===== src/rtl/bcp_regs.vh =====
`ifndef BCP_REGS_VH
`define BCP_REGS_VH

// ****************************************
// Register offsets
// ****************************************
`define BCP_OFS_DATA 4'h8
`define BCP_OFS_DIR 4'h9
`define BCP_OFS_ASSIGN 4'ha
`define BCP_OFS_RSV_LO 4'h4
`define BCP_OFS_RSV_HI 4'h7

// ****************************************
// Assignment register fields
// ****************************************
`define BCP_FREE_CYCLE_BIT 7
`define BCP_QUEUE_STATUS_BIT 5
`define BCP_BUS_CLOCK_OFF_BIT 4
`define BCP_LOW_STROBE_BIT 3
`define BCP_RW_PIN_BIT 2
`define BCP_ASSIGN_MASK 8'hbc
`define BCP_ONCE_MASK 8'hac
`define BCP_DIR_MASK 8'hfc

// ****************************************
// Mode codes {c, b, a}
// ****************************************
`define BCP_MODE_SPC_SINGLE 3'h0
`define BCP_MODE_EMU_NARROW 3'h1
`define BCP_MODE_SPC_TEST 3'h2
`define BCP_MODE_EMU_WIDE 3'h3
`define BCP_MODE_NRM_SINGLE 3'h4
`define BCP_MODE_NRM_NARROW 3'h5
`define BCP_MODE_PERIPH 3'h6
`define BCP_MODE_NRM_WIDE 3'h7

// ****************************************
// Reset values
// ****************************************
`define BCP_RST_DATA 8'h00
`define BCP_RST_DIR 8'h00
`define BCP_RST_ASSIGN 8'h00
`define BCP_RST_ASSIGN_NRM_SINGLE 8'h10
`define BCP_RST_ASSIGN_SPC_TEST 8'h2c
`define BCP_RST_ASSIGN_EMU 8'hac
`define BCP_RST_ASSIGN_OTHER 8'h00

`endif


===== src/rtl/bcp_sync2.v =====
`timescale 1ns/1ps

// ****************************************
// Two flip-flop synchroniser
// ****************************************
module bcp_sync2
#(
    parameter WIDTH = 8
)
(
    input wire ref_clk,
    input wire resetn,
    input wire [WIDTH-1:0] async_in,
    output reg [WIDTH-1:0] sync_out
);

reg [WIDTH-1:0] stage1;

always @(posedge ref_clk or negedge resetn)
begin
    if (!resetn)
    begin
        stage1 <= {WIDTH{1'b0}};
        sync_out <= {WIDTH{1'b0}};
    end
    else
    begin
        stage1 <= async_in;
        sync_out <= stage1;
    end
end

endmodule // bcp_sync2


===== src/rtl/bcp_pin_cell.v =====
`timescale 1ns/1ps

// ****************************************
// One port pin: drive, read-back, pull
// ****************************************
module bcp_pin_cell
#(
    parameter OUT_OK = 1
)
(
    input wire ref_clk,
    input wire resetn,
    input wire alt_en,
    input wire alt_val,
    input wire dir,
    input wire dout,
    input wire pin_sync,
    input wire pull_ctrl,
    output reg pin_out,
    output reg pin_oe,
    output wire rd_bit,
    output reg pull_on
);

wire drive;
wire next_out;

// Alternate function beats direction
// Direction 1 drives, 0 listens
// Input-only pins never drive
assign drive = (OUT_OK != 0) && (alt_en || dir);
assign next_out = alt_en ? alt_val : dout;

// Direction picks latch or pin
assign rd_bit = ((OUT_OK != 0) && dir) ? dout : pin_sync;

always @(posedge ref_clk or negedge resetn)
begin
    if (!resetn)
    begin
        pin_out <= 1'b0;
        pin_oe <= 1'b0;
        pull_on <= 1'b0;
    end
    else
    begin
        pin_out <= next_out;
        pin_oe <= drive;
        pull_on <= pull_ctrl && !drive;
    end
end

endmodule // bcp_pin_cell


===== src/rtl/bcp_port_e.v =====
// The address-and-strobe port was decided locally.
`timescale 1ns/1ps
`include "bcp_regs.vh"

module bcp_port_e
#(
    parameter PULL_UP_POLARITY = 8'hff
)
(
    input wire ref_clk,
    input wire resetn,
    input wire [3:0] addr,
    input wire [7:0] wdata,
    input wire wr,
    input wire rd,
    output reg [7:0] rdata,
    output wire ext_wr,
    output wire ext_rd,
    input wire [2:0] mode_sel,
    input wire emulate_port_e,
    input wire pull_ctrl,
    input wire free_cycle,
    input wire queue_status_hi,
    input wire queue_status_lo,
    input wire bus_clock,
    input wire low_byte_strobe,
    input wire rw_signal,
    input wire [7:0] pin_in,
    output wire [7:0] pin_out,
    output wire [7:0] pin_oe,
    output wire [7:0] pull_en,
    output wire [7:0] pull_up
);

// ****************************************
// Declarations
// ****************************************
reg [7:0] port_e_pin_data;
reg [7:0] port_e_pin_direction;
reg [7:0] port_e_function_assign;
reg init_pending;
reg once_done;
reg [7:0] next_assign;
reg [7:0] reset_assign;
reg [7:0] next_rdata;
wire [7:0] pin_sync;
wire [7:0] rd_bits;
wire [7:0] alt_en;
wire [7:0] alt_val;
wire normal_mode;
wire emu_mode;
wire expanded;
wire periph;
wire single_chip;
wire bus_mode;
wire narrow_normal;
wire data_mapped;
wire ctrl_mapped;
wire hit_data;
wire hit_dir;
wire hit_assign;
wire hit_rsv;
wire unmapped;
wire free_cycle_out_en;
wire queue_status_out_en;
wire bus_clock_pin_off;
wire low_byte_strobe_en;
wire rw_pin_en;

// ****************************************
// Mode decode
// ****************************************
assign normal_mode = mode_sel[2];
assign emu_mode = (mode_sel == `BCP_MODE_EMU_NARROW) ||
                  (mode_sel == `BCP_MODE_EMU_WIDE);
assign expanded = mode_sel[0];
assign periph = (mode_sel == `BCP_MODE_PERIPH);
assign single_chip = (mode_sel == `BCP_MODE_SPC_SINGLE) ||
                     (mode_sel == `BCP_MODE_NRM_SINGLE);
assign bus_mode = !single_chip && !periph;
assign narrow_normal = (mode_sel == `BCP_MODE_NRM_NARROW);

// ****************************************
// Address map
// ****************************************
assign data_mapped = !periph && !(expanded && emulate_port_e);
assign ctrl_mapped = !periph && !expanded;
assign hit_data = (addr == `BCP_OFS_DATA);
assign hit_dir = (addr == `BCP_OFS_DIR);
assign hit_assign = (addr == `BCP_OFS_ASSIGN);
assign hit_rsv = (addr >= `BCP_OFS_RSV_LO) && (addr <= `BCP_OFS_RSV_HI);
assign unmapped = (hit_data && !data_mapped) ||
                  ((hit_dir || hit_assign) && !ctrl_mapped) ||
                  (hit_rsv && periph);

// Unmapped accesses go out on the external bus
assign ext_wr = wr && unmapped;
assign ext_rd = rd && unmapped;

// ****************************************
// Mode-dependent reset value
// ****************************************
always @*
begin
    case (mode_sel)
        `BCP_MODE_NRM_SINGLE:
        begin
            reset_assign = `BCP_RST_ASSIGN_NRM_SINGLE;
        end
        `BCP_MODE_SPC_TEST:
        begin
            reset_assign = `BCP_RST_ASSIGN_SPC_TEST;
        end
        `BCP_MODE_EMU_NARROW, `BCP_MODE_EMU_WIDE:
        begin
            reset_assign = `BCP_RST_ASSIGN_EMU;
        end
        `BCP_MODE_NRM_NARROW, `BCP_MODE_NRM_WIDE:
        begin
            reset_assign = `BCP_RST_ASSIGN_OTHER;
        end
        default:
        begin
            reset_assign = `BCP_RST_ASSIGN_OTHER;
        end
    endcase
end

// ****************************************
// Assignment register write conditions
// ****************************************
always @*
begin
    next_assign = port_e_function_assign;
    if (emu_mode)
    begin
        next_assign = port_e_function_assign;
    end
    else if (normal_mode)
    begin
        next_assign[`BCP_BUS_CLOCK_OFF_BIT] =
            wdata[`BCP_BUS_CLOCK_OFF_BIT];
        if (!once_done)
        begin
            next_assign = (wdata & `BCP_ASSIGN_MASK);
        end
    end
    else
    begin
        next_assign = (wdata & `BCP_ASSIGN_MASK);
    end
end

// ****************************************
// Registers
// ****************************************
always @(posedge ref_clk or negedge resetn)
begin
    if (!resetn)
    begin
        port_e_pin_data <= `BCP_RST_DATA;
        port_e_pin_direction <= `BCP_RST_DIR;
        port_e_function_assign <= `BCP_RST_ASSIGN;
        init_pending <= 1'b1;
        once_done <= 1'b0;
    end
    else if (init_pending)
    begin
        // Mode strap sampled on the first edge after release
        port_e_function_assign <= reset_assign;
        init_pending <= 1'b0;
    end
    else if (wr)
    begin
        if (hit_data && data_mapped)
        begin
            port_e_pin_data <= wdata;
        end
        if (hit_dir && ctrl_mapped)
        begin
            port_e_pin_direction <= wdata & `BCP_DIR_MASK;
        end
        if (hit_assign && ctrl_mapped)
        begin
            port_e_function_assign <= next_assign;
            if (normal_mode)
            begin
                once_done <= 1'b1;
            end
        end
    end
end

// ****************************************
// Function enables
// ****************************************
assign free_cycle_out_en =
    port_e_function_assign[`BCP_FREE_CYCLE_BIT];
assign queue_status_out_en =
    port_e_function_assign[`BCP_QUEUE_STATUS_BIT];
assign bus_clock_pin_off =
    port_e_function_assign[`BCP_BUS_CLOCK_OFF_BIT];
assign low_byte_strobe_en =
    port_e_function_assign[`BCP_LOW_STROBE_BIT];
assign rw_pin_en = port_e_function_assign[`BCP_RW_PIN_BIT];

// Pin 4 clock works in every mode
assign alt_en[7] = free_cycle_out_en && bus_mode;
assign alt_en[6] = queue_status_out_en && bus_mode;
assign alt_en[5] = queue_status_out_en && bus_mode;
assign alt_en[4] = !bus_clock_pin_off;
assign alt_en[3] = low_byte_strobe_en && bus_mode && !narrow_normal;
assign alt_en[2] = rw_pin_en && bus_mode;
assign alt_en[1] = 1'b0;
assign alt_en[0] = 1'b0;

assign alt_val = {free_cycle, queue_status_hi, queue_status_lo,
                  bus_clock, low_byte_strobe, rw_signal, 2'b00};

// ****************************************
// Pins
// ****************************************
bcp_sync2 #(
    .WIDTH(8)
) u_sync (
    .ref_clk(ref_clk),
    .resetn(resetn),
    .async_in(pin_in),
    .sync_out(pin_sync)
);

genvar gi;
generate
    for (gi = 0; gi < 8; gi = gi + 1)
    begin : g_pin
        // Pins 1:0 are input only
        bcp_pin_cell #(
            .OUT_OK((gi >= 2) ? 1 : 0)
        ) u_cell (
            .ref_clk(ref_clk),
            .resetn(resetn),
            .alt_en(alt_en[gi]),
            .alt_val(alt_val[gi]),
            .dir(port_e_pin_direction[gi]),
            .dout(port_e_pin_data[gi]),
            .pin_sync(pin_sync[gi]),
            .pull_ctrl(pull_ctrl),
            .pin_out(pin_out[gi]),
            .pin_oe(pin_oe[gi]),
            .rd_bit(rd_bits[gi]),
            .pull_on(pull_en[gi])
        );
    end
endgenerate

// Interrupt pins pull up only
assign pull_up = {PULL_UP_POLARITY[7:2], 2'b11};

// ****************************************
// Read data
// ****************************************
always @*
begin
    next_rdata = 8'h00;
    if (rd)
    begin
        if (hit_data && data_mapped)
        begin
            // Pins 1:0 read their pins
            next_rdata = rd_bits;
        end
        else if (hit_dir && ctrl_mapped)
        begin
            next_rdata = port_e_pin_direction & `BCP_DIR_MASK;
        end
        else if (hit_assign && ctrl_mapped)
        begin
            next_rdata = port_e_function_assign &
                         `BCP_ASSIGN_MASK;
        end
        else
        begin
            next_rdata = 8'h00;
        end
    end
end

always @(posedge ref_clk or negedge resetn)
begin
    if (!resetn)
    begin
        rdata <= 8'h00;
    end
    else
    begin
        rdata <= next_rdata;
    end
end

endmodule // bcp_port_e


===== config.mk =====
export PLATFORM = sky130hd
export DESIGN_NAME = bcp_port_e
export DESIGN_NICKNAME = d
export VERILOG_FILES = /design/src/rtl/bcp_sync2.v /design/src/rtl/bcp_pin_cell.v /design/src/rtl/bcp_port_e.v
export VERILOG_INCLUDE_DIRS = /design/src /design/src/rtl
export SDC_FILE = /design/constraint.sdc
export NUM_CORES = 1
export LEC_CHECK = 0
export BUFFER_PORTS_ARGS = -buffer_cell sky130_fd_sc_hd__clkbuf_2
export CAP_MARGIN = 20
export CORE_MARGIN = 2
export CORE_UTILIZATION = 51
export DETAILED_ROUTE_END_ITERATION = 10
export PLACE_DENSITY = 0.77
export SYNTH_ARGS = -nofsm -noshare
export SYNTH_HDL_FRONTEND = slang
export SYNTH_SLANG_ARGS = --single-unit
export TNS_END_PERCENT = 5

===== constraint.sdc =====
create_clock -name ref_clk -period 1.8 [get_ports ref_clk]
set_clock_uncertainty 0.1 [all_clocks]
set_input_delay 0.18 -clock ref_clk [delete_from_list [all_inputs] [get_ports ref_clk]]
set_output_delay 0.18 -clock ref_clk [all_outputs]
set_load 0.05 [all_outputs]

==> results of run 1 <==
==> cells by family (layout without fill, tap and decap cells) <==
| logic type | count (synthesis) | in the layout |
|---|---|---|
| AND/OR/NAND/NOR | 40 | 40 |
| multiplexers | 25 | 25 |
| flip-flops | 66 | 66 |
| AO/OA/AOI/OAI | 38 | 38 |
| other | 2 | 11 |
| buffers and inverters | 42 | 117 |
==> cell type report <==
class | instances | area, sq um
multi-input combinational | 114 | 820
inverter | 6 | 22.5
sequential | 66 | 1650
fill | 430 | 1700
tap | 70 | 87.6
clock buffer | 12 | 165
timing repair buffer | 95 | 618
clock inverter | 4 | 72.6
==> report_power, final <==
group | total (mW) | internal (mW) | switching (mW)
clock network | 1.41 | 0.891 | 0.522
logic | 0.614 | 0.195 | 0.419
registers | 1.69 | 1.61 | 0.0731
==> registers in the layout, indices dropped and copies added (netlist names) <==
register                count
g_pin.u_cell.pin_out        8
port_e_pin_data             8
rdata                       8
u_sync.stage1               8
u_sync.sync_out             8
g_pin.u_cell.pull_on        7
g_pin.u_cell.pin_oe         6
port_e_pin_direction        6
port_e_function_assign      5
init_pending                1
once_done                   1
==> cell usage in the layout (no fill, tap or decap), drive strengths merged, types with 2 or more instances in the layout <==
cell type	netlist	routed
dfrtp	65	65
and4bb	2	2
o22ai	5	5
and2	8	8
and3	2	2
nand2b	4	4
nor2	4	4
o21ai	7	7
mux2i	8	8
conb	2	11
o32a	3	3
inv	6	6
nand3	4	4
a22oi	5	5
mux2	17	17
dlygate4sd3	0	23
a21o	4	4
bufinv	0	2
buf	36	7
nand2	8	8
nor2b	3	3
clkbuf	0	77
a21oi	7	7
a211oi	3	3
==> stage by stage <==
step / worst slack (ns) / utilization (%) / total power, mW / instances
after floorplan: 0.336 / - / 2.20 / 222
after global placement: 0.184 / 57.8 / 2.29 / 328
after detailed placement: 0.126 / 57.8 / 2.30 / 328
after CTS: 0.253 / 66.9 / 3.75 / 367
after global routing: 0.189 / 66.9 / 3.87 / 367
final: 0.271 / 66.9 / 3.71 / 367
==> worst max-delay path: cells and delay by family (launching register included) <==
| family | cells | cell delay (ns) |
|---|---|---|
| flops | 1 | 0.62 |
| mux | 1 | 0.35 |
| simple gates | 2 | 0.33 |
==> Yosys cell counts, types with 3 or more instances <==
master	n	area share (%)
nand2_1	7	0.96
dfrtp_1	65	59
nor2_1	4	0.55
a211oi_1	3	0.82
a21oi_1	6	1.1
mux2_1	16	6.6
buf_4	32	8.8
o22ai_1	5	1.1
o21ai_1	6	1.1
a21o_1	4	1.1
nand2b_1	4	0.92
and2_1	8	1.8
o32a_1	3	1.1
nor2b_1	3	0.69
inv_1	5	0.69
mux2i_1	8	2.9
a22oi_1	5	1.4
nand3_1	3	0.55
==> path summary, 6_finish.rpt <==
| path | start | end | slack, ns | depth (start not counted) |
|---|---|---|---|---|
| max | init_pending | port_e_pin_data[1] | 0.27 | 3 |
| min | wdata[7] | port_e_pin_data[7] | 0.01 | 2 |
| max reg2reg | init_pending | port_e_pin_data[1] | 0.27 | 3 |
| min reg2reg | u_sync.stage1[0] | u_sync.sync_out[0] | 0.25 | 0 |
| max in group asynchronous | resetn | port_e_pin_data[2] | 0.69 | 3 |
| min in group asynchronous | resetn | g_pin[1].u_cell.pull_on | 0.33 | 2 |
==> metal layers <==
metal / vias up / share of wire [%] / global-route usage, % / wire length (microns)
met5: - / 0 / 0 / 0
met4: 0 / 1.2 / 6.43 / 61
met3: 5 / 5.6 / 4.94 / 279
met2: 56 / 49 / 28.7 / 2440
met1: 856 / 44 / 24.7 / 2190
li1: 860 / - / - / -
==> metrics.yaml, run 1 <==
status:
  status: "finished, final reports clean"
synthesis:
  yosys.cell_types.count: 39
  synth_seq_cells: 66
  syn_area_per_cell_sq_um: 12.8
  synth_top_family_by_area: "buffers and inverters"
  synth_cells: 213
  yosys.area_share.simple_pct: 9.11
  syn_area_sq_um: 2730
  synth-seq-area-share_pct: 60.5
  ys.flop_type: "dfrtp_1"
  synth_mux_area_share_pct: 9.93
  synth-edff-count: 0
  synth_compound_area_share_pct: 9.43
  synth_xor_area_share_pct: 0
  yosysWarnings: 0
  synthArstFlopShare_pct: 100
  yosys.area_share.adder_pct: 0
detailed_routing:
  via_per_inst: 4.84
  drt_wl_total_microns: 4970
  dr.first_iter.drc_count: 127
  wl_per_cell_microns: 13.5
  dr_total_vias: 1777
  antenna_left: 0
  firstDrtPassIters: 4
  remaining_drc_errors: 0
floorplanning:
  rows: 26
  io_pins: 77
  dieArea_sq_um: 5960
  die_w_microns: 77.2
  die_h_microns: 77.2
  core_area_sq_um: 5140
  initial_core_util_pct: 53.2
power:
  power_density_nw_per_um2: 1080
  power_leakage_nw: 1.74
  ir_drop_v: 0.000739
final_layout:
  final_area_sq_um: 3440
  areaGrowthSynthToFinish_pct: 25.8
  insertedDiodeCount: 0
  fin_nets: 327
  drive_gt1_share_pct: 32.0
clock_network:
  cts_resized: 0
  insertion_delay_ns: 0.33
  ctsHtreeMaxLevel: 3
  cts_hold_buffers: 23
  cts_buffer_depth: 2
  cts-root-buf: "clkbuf_8"
  cts.sinks: 66
  cts_setup_buffers: 0
  clk_pin_slew_ns: 0.07
  cts_tree: "done"
  cts_inserted_buffers: 9
global_routing:
  grt_max_degree: 31
  antenna_found_initial: 0
  grt_overflow: 0
  gr-usage-all-layers_pct: 18.3
  grt_pass1_vias: 1716
  grt_pass1_wl_microns: 8310
setup_path:
  critical_path_class: "flop to flop"
  critPathSlowestCell: "dfstp_2"
  crit_arrival_ns: 1.64
  cp.required_ns: 1.91
  cp-end-kind: "flop"
  worstPathMaxFanout: 10
  startpoint_type: "flop"
  cpPeakStageDelay_ns: 0.62
  path_cells: "nor2b_1 -> nand2_2 -> mux2_1"
place:
  dpl.hpwl_microns: 3470
  post_dp_cell_area_sq_um: 2970
  gp_congestion: 0.764
  portBuffers: 66
sta:
  layout_min_cycle_time_ns: 1.53
  relSlewSlack_pct: 55.3
  fin_crit_sh_pct: 85.0
  drv_slew: 0
  setup_viol: 0
  fmax_ghz: 0.654
  report.final.hold_viol_count: 0
  tns_ns: 0
  worst_pin_slew_ns: 0.670
  whs_ns: 0.0113
  rsz0062_at_grt: "false"
worst_hold_path:
  hp-class: "input pin to flop"
flow_run:
  drv_cap: 0
Power figures use the tool's default switching activity.
==> run 2, diff against run 1 <==
- CORE_UTILIZATION: 51 -> 46
- PLACE_DENSITY: 0.77 -> 0.74
- clock period: 1.8 -> 1.35 ns (I/O delays scaled with it)
==> run 2 against run 1 <==
  * The flow now finishes with violations (setup timing)
  * Combinational power grew 44%
  * Cell count grew 3.8%
  * Non-clock buffer count up 9
  * Count of clock-buffer cells in the layout unchanged
  * Global-route usage is 0.072 points higher
  * Final area increased by 4.4%
  * Worst setup slack worse by 0.28 ns
  * Highest routed layer unchanged
==> metrics.yaml, run 2 (same netlist as run 1, synthesis figures left out) <==
setup_path:
  critical_path_class: "input pin to primary output"  # was flop to flop
  worstPathMaxFanout: 5  # was 10
  cp.required_ns: 1.12  # was 1.91 ns
  setup.worst_path.start: "addr[2]"  # was init_pending
  cp-end-kind: "primary output"  # was flop
  startpoint_type: "input pin"  # was flop
  r2r-end: "port_e_pin_data[6]"  # was port_e_pin_data[1]
  rrSetupSlack_ns: 0.01  # was 0.27 ns
  ff2ff_path_depth: 3  # unchanged
  crit_arrival_ns: 1.12  # was 1.64 ns
  worstReg2RegStart: "init_pending"  # unchanged
global_routing:
  gr-usage-all-layers_pct: 18.4  # was 18.3%
  grt_pass1_vias: 1856  # was 1,716
  antenna_found_initial: 0  # unchanged
  grt_overflow: 0  # unchanged
  grt_max_degree: 67  # was 31
  grt_pass1_wl_microns: 8800  # was 8310 microns
status:
  violations: "setup timing"
  status: "finished with violations"  # was finished, final reports clean
detailed_routing:
  firstDrtPassIters: 4  # unchanged
  dr.first_iter.drc_count: 80  # was 127
  via_per_inst: 4.76  # was 4.84
  antenna_left: 0  # unchanged
  wl_per_cell_microns: 14.1  # was 13.5 microns
  dr_total_vias: 1812  # was 1,777
  remaining_drc_errors: 0  # unchanged
  drt_wl_total_microns: 5380  # was 4970 microns
place:
  gp_congestion: 0.869  # was 0.764
  place_inst: 341  # was 328
  pre_cts_ws_ns: -0.210  # was 0.126 ns
  dpl.hpwl_microns: 3620  # was 3470 microns
  portBuffers: 66  # unchanged
  post_dp_cell_area_sq_um: 3060  # was 2970 sq um
sta:
  setup_viol: 2  # was 0
  whs_ns: 0.0773  # was 0.0113 ns
  tns_ns: -0.0114  # was 0 ns
  drv_slew: 0  # unchanged
  rsz0062_at_grt: "true"  # was false
  setup_ws_ns: -0.00824  # was 0.271 ns
  layout_min_cycle_time_ns: 1.36
  report.final.hold_viol_count: 0  # unchanged
  fin_crit_sh_pct: 101
  fmax_ghz: 0.736
power:
  power.internal_mw: 3.65  # was 2.70 mW
  swShare_pct: 27.5  # was 27.3%
  pwr-share-comb_pct: 17.6  # was 16.5%
  seqPwrFrac_pct: 44.8  # was 45.4%
  p_clk_share_pct: 37.6  # was 38.0%
  ir_drop_v: 0.000770  # was 0.000739 V
  power_leakage_nw: 1.84  # was 1.74 nW
  p_sw_mw: 1.38  # was 1.01 mW
  power_density_nw_per_um2: 1400  # was 1080 nW/um^2
  total_power_mw: 5.03  # was 3.71 mW
final_layout:
  drive_gt1_share_pct: 37.3  # was 32.0%
  stdcell_count: 381  # was 367
  final_common_cell: "dfrtp_1"
  insertedDiodeCount: 0  # unchanged
  final_area_sq_um: 3590  # was 3440 sq um
  mostFrequentLayoutCells: "65 x dfrtp_1, 63 x clkbuf_2, 24 x dlygate4sd3_1, 14 x clkbuf_8, 13 x buf_4"  # was 65 x dfrtp_1, 65 x clkbuf_2, 23 x dlygate4sd3_1, 16 x mux2_1, 12 x clkbuf_8
  fin_nets: 336  # was 327
  areaGrowthSynthToFinish_pct: 31.3  # was 25.8%
  final_util_pct: 61.7  # was 66.9%
clock_network:
  ctsHtreeMaxLevel: 3  # unchanged
  clk_pin_slew_ns: 0.07  # about the same
  cts_setup_buffers: 0  # unchanged
  cts_tree: "done"  # unchanged
  cts-root-buf: "clkbuf_8"  # unchanged
  cts_buffer_depth: 2  # unchanged
  insertion_delay_ns: 0.33  # about the same
  cts.sinks: 66  # unchanged
  cts_inserted_buffers: 9  # unchanged
floorplanning:
  die_w_microns: 81.1  # was 77.2 microns
  dieArea_sq_um: 6580  # was 5960 sq um
  die_h_microns: 81.1  # was 77.2 microns
  io_pins: 77  # unchanged
  core_area_sq_um: 5820  # was 5140 sq um
  rows: 28  # was 26
  initial_core_util_pct: 47.0  # was 53.2%
worst_hold_path:
  hold_start: "rd"  # was wdata[7]
  whs_path_depth: 2  # unchanged
  worstHoldEndpoint: "rdata[4]"  # was port_e_pin_data[7]
  hp-class: "input pin to flop"  # unchanged
flow_run:
  drv_cap: 0  # unchanged
==> run 2: worst max-delay path by stage <==
stage                     depth (start not counted)                 endpoint  slack [ns]
final                                             6                   ext_wr      -0.008
after global routing                              6                   ext_wr       -0.06
after CTS                                         3       port_e_pin_data[6]      -0.005
after detailed placement                          5       port_e_pin_data[6]       -0.21
after global placement                            5       port_e_pin_data[6]       -0.11
after floorplan                                   4  port_e_pin_direction[4]        0.02
==> run 2: layout make-up <==
class | count | area, sq um
fill | 500 | 2230
clock buffer | 12 | 165
multi-input combinational | 114 | 877
tap | 75 | 93.8
timing repair buffer | 104 | 706
sequential | 66 | 1650
inverter | 6 | 22.5
clock inverter | 4 | 72.6
==> run 2: metal layers <==
metal / track usage (%) / wire (microns)
met1: 22.2 / 2290
met2: 30.5 / 2690
met3: 4.67 / 272
met4: 9.49 / 122
met5: 0 / 0
==> run 2: repair_timing <==
action / CTS / global route
hold buffers: 24 / 0
hold endpoints to repair: 95 / 0
gates resized for setup: 7 / 6
pin swaps: 1 / 2
endpoints found under the setup margin: 9 / 15
==> run 2: power groups by stage <==
stage,Sequential (mW),Clock [mW],Combinational [mW]
5_1_grt,2.27,2.04,0.951
4_1_cts,2.25,1.94,0.873
2_1_floorplan,2.26,0,0.689
3_5_place_dp,2.29,0,0.811
6_report,2.25,1.89,0.886
3_3_place_gp,2.28,0,0.797
==> run 2: critical path, cell delays in order <==
cell and delay (ns):
clkbuf_2 0.12, and2b_1 0.19, a21oi_1 0.08, a211oi_2 0.24
and2_1 0.17, clkbuf_8 0.18
==> run 3, diff against run 2 <==
- CORE_UTILIZATION: 46 -> 51
- PLACE_DENSITY: 0.74 -> 0.77
- clock period: 1.35 -> 1.3 ns (I/O delays scaled with it)
==> run 3 against run 2 <==
  * The flow still finishes with violations (setup timing)
  * First-iteration DRC count increased by 57%
  * Worst setup slack got worse by 0.031 ns
  * Hold slack got worse by 0.036 ns
  * Largest power group unchanged
==> metrics.yaml, run 3 (same netlist as run 1, synthesis figures left out) <==
status:
  status: "finished with violations"  # unchanged
  violations: "setup timing"  # unchanged
clock_network:
  cts_tree: "done"  # unchanged
  cts_buffer_depth: 2  # unchanged
  cts-root-buf: "clkbuf_8"  # unchanged
  clk_pin_slew_ns: 0.06  # was 0.07 ns
  cts_setup_buffers: 0  # unchanged
  cts_inserted_buffers: 9  # unchanged
  cts.sinks: 66  # unchanged
  ctsHtreeMaxLevel: 3  # unchanged
  insertion_delay_ns: 0.34  # was 0.33 ns
place:
  gp_congestion: 0.864  # was 0.869
  dpl.hpwl_microns: 3510  # was 3620 microns
  portBuffers: 66  # unchanged
power:
  power.internal_mw: 3.60  # was 3.65 mW
  power_density_nw_per_um2: 1390  # was 1400 nW/um^2
  pwr-share-comb_pct: 18.8  # was 17.6%
  power_leakage_nw: 1.84  # about the same
  swShare_pct: 28.3  # was 27.5%
  seqPwrFrac_pct: 46.6  # was 44.8%
  p_clk_share_pct: 34.6  # was 37.6%
  p_sw_mw: 1.42  # was 1.38 mW
  ir_drop_v: 0.000850  # was 0.000770 V
final_layout:
  areaGrowthSynthToFinish_pct: 31.9  # was 31.3%
  final_common_cell: "dfrtp_1"  # unchanged
  fin_nets: 339  # was 336
  drive_gt1_share_pct: 39.3  # was 37.3%
  mostFrequentLayoutCells: "65 x dfrtp_1, 63 x clkbuf_2, 24 x dlygate4sd3_1, 15 x buf_4, 13 x clkbuf_8"  # was 65 x dfrtp_1, 63 x clkbuf_2, 24 x dlygate4sd3_1, 14 x clkbuf_8, 13 x buf_4
  insertedDiodeCount: 0  # unchanged
sta:
  setup_viol: 13  # was 2
  report.final.hold_viol_count: 0  # unchanged
  layout_min_cycle_time_ns: 1.34
  whs_ns: 0.0415  # was 0.0773 ns
  drv_slew: 0  # unchanged
  tns_ns: -0.322  # was -0.0114 ns
  fmax_ghz: 0.747
  rsz0062_at_grt: "true"  # unchanged
  setup_ws_ns: -0.0396  # was -0.00824 ns
  fin_crit_sh_pct: 103
global_routing:
  grt_pass1_wl_microns: 8740  # was 8800 microns
  grt_overflow: 0  # unchanged
  grt_pass1_vias: 1863  # was 1,856
  antenna_found_initial: 0  # unchanged
  grt_max_degree: 67  # unchanged
  gr-usage-all-layers_pct: 19.2  # was 18.4%
floorplanning:
  rows: 26  # was 28
  dieArea_sq_um: 5960  # was 6580 sq um
  io_pins: 77  # unchanged
  die_w_microns: 77.2  # was 81.1 microns
  die_h_microns: 77.2  # was 81.1 microns
  initial_core_util_pct: 53.2  # was 47.0%
  core_area_sq_um: 5140  # was 5820 sq um
detailed_routing:
  drt_wl_total_microns: 5440  # was 5380 microns
  firstDrtPassIters: 4  # unchanged
  remaining_drc_errors: 0  # unchanged
  dr.first_iter.drc_count: 126  # was 80
  antenna_left: 0  # unchanged
  dr_total_vias: 1890  # was 1,812
  wl_per_cell_microns: 14.4  # was 14.1 microns
  via_per_inst: 5.00  # was 4.76
setup_path:
  worstPathMaxFanout: 5  # unchanged
  critical_path_class: "flop to flop"  # was input pin to primary output
  cp-end-kind: "flop"  # was primary output
  startpoint_type: "flop"  # was input pin
  cp.required_ns: 1.42  # was 1.12 ns
  crit_arrival_ns: 1.46  # was 1.12 ns
flow_run:
  drv_cap: 0  # unchanged
worst_hold_path:
  hp-class: "input pin to flop"  # unchanged
## run 3: path summary, 6_finish.rpt
kind,startpoint,to,slack (ns),cells after the start
min in group asynchronous,resetn,u_sync.sync_out[2],0.24,3
min,mode_sel[2],once_done,0.04,2
max reg2reg,init_pending,port_e_pin_direction[7],-0.04,3
max in group asynchronous,resetn,init_pending,0.57,3
max,init_pending,port_e_pin_direction[7],-0.04,3
min reg2reg,u_sync.stage1[7],u_sync.sync_out[7],0.24,0
## run 3: cell type report
class | count | area, sq um
well taps | 70 | 87.6
fillers | 388 | 1530
inverters | 6 | 22.5
clock inverters | 2 | 35.0
flip-flops and latches | 66 | 1650
clock buffers | 13 | 169
repair buffers | 107 | 733
multi-input cells | 114 | 906
## run 3: timing repair
item / CTS / global route
gates resized for setup: 8 / 11
hold buffers: 24 / 0
setup endpoints to repair: 17 / 17
pin swaps: 1 / 3
endpoints found under the hold margin: 95 / 0
## run 3: critical path, stage by stage, from the launching register on
cell	delay [ns]
dfstp_2	0.40
nor2b_4	0.23
nand3_4	0.17
mux2_4	0.32
## run 3: layer usage
metal  wire length (microns)  part of all wire, %  GRT usage [%]
met1                    2310                   42           24.6
met2                    2680                   49           30.5
met3                     332                  6.1           5.41
met4                     121                  2.2           8.39
met5                       0                    0              0
## run 3: through the flow
stage                     utilization [%]  setup slack [ns]  std cells  area [sq um]  power [mW]
after floorplan                         -           -0.0265        222          2810        3.08
after global placement               60.2            -0.155        339          3090        3.21
after detailed placement             60.2            -0.202        339          3090        3.23
after CTS                            69.4           -0.0579        378          3560        5.03
after global routing                 70.2           -0.0819        378          3610        5.24
final                                70.2           -0.0396        378          3610        5.03
## run 3: power groups by stage
stage	combinational [mW]	clock [mW]	sequential, mW
2_1_floorplan	0.723	0	2.35
3_3_place_gp	0.836	0	2.37
3_5_place_dp	0.851	0	2.38
4_1_cts	0.918	1.78	2.34
5_1_grt	1.00	1.87	2.36
6_report	0.942	1.74	2.34
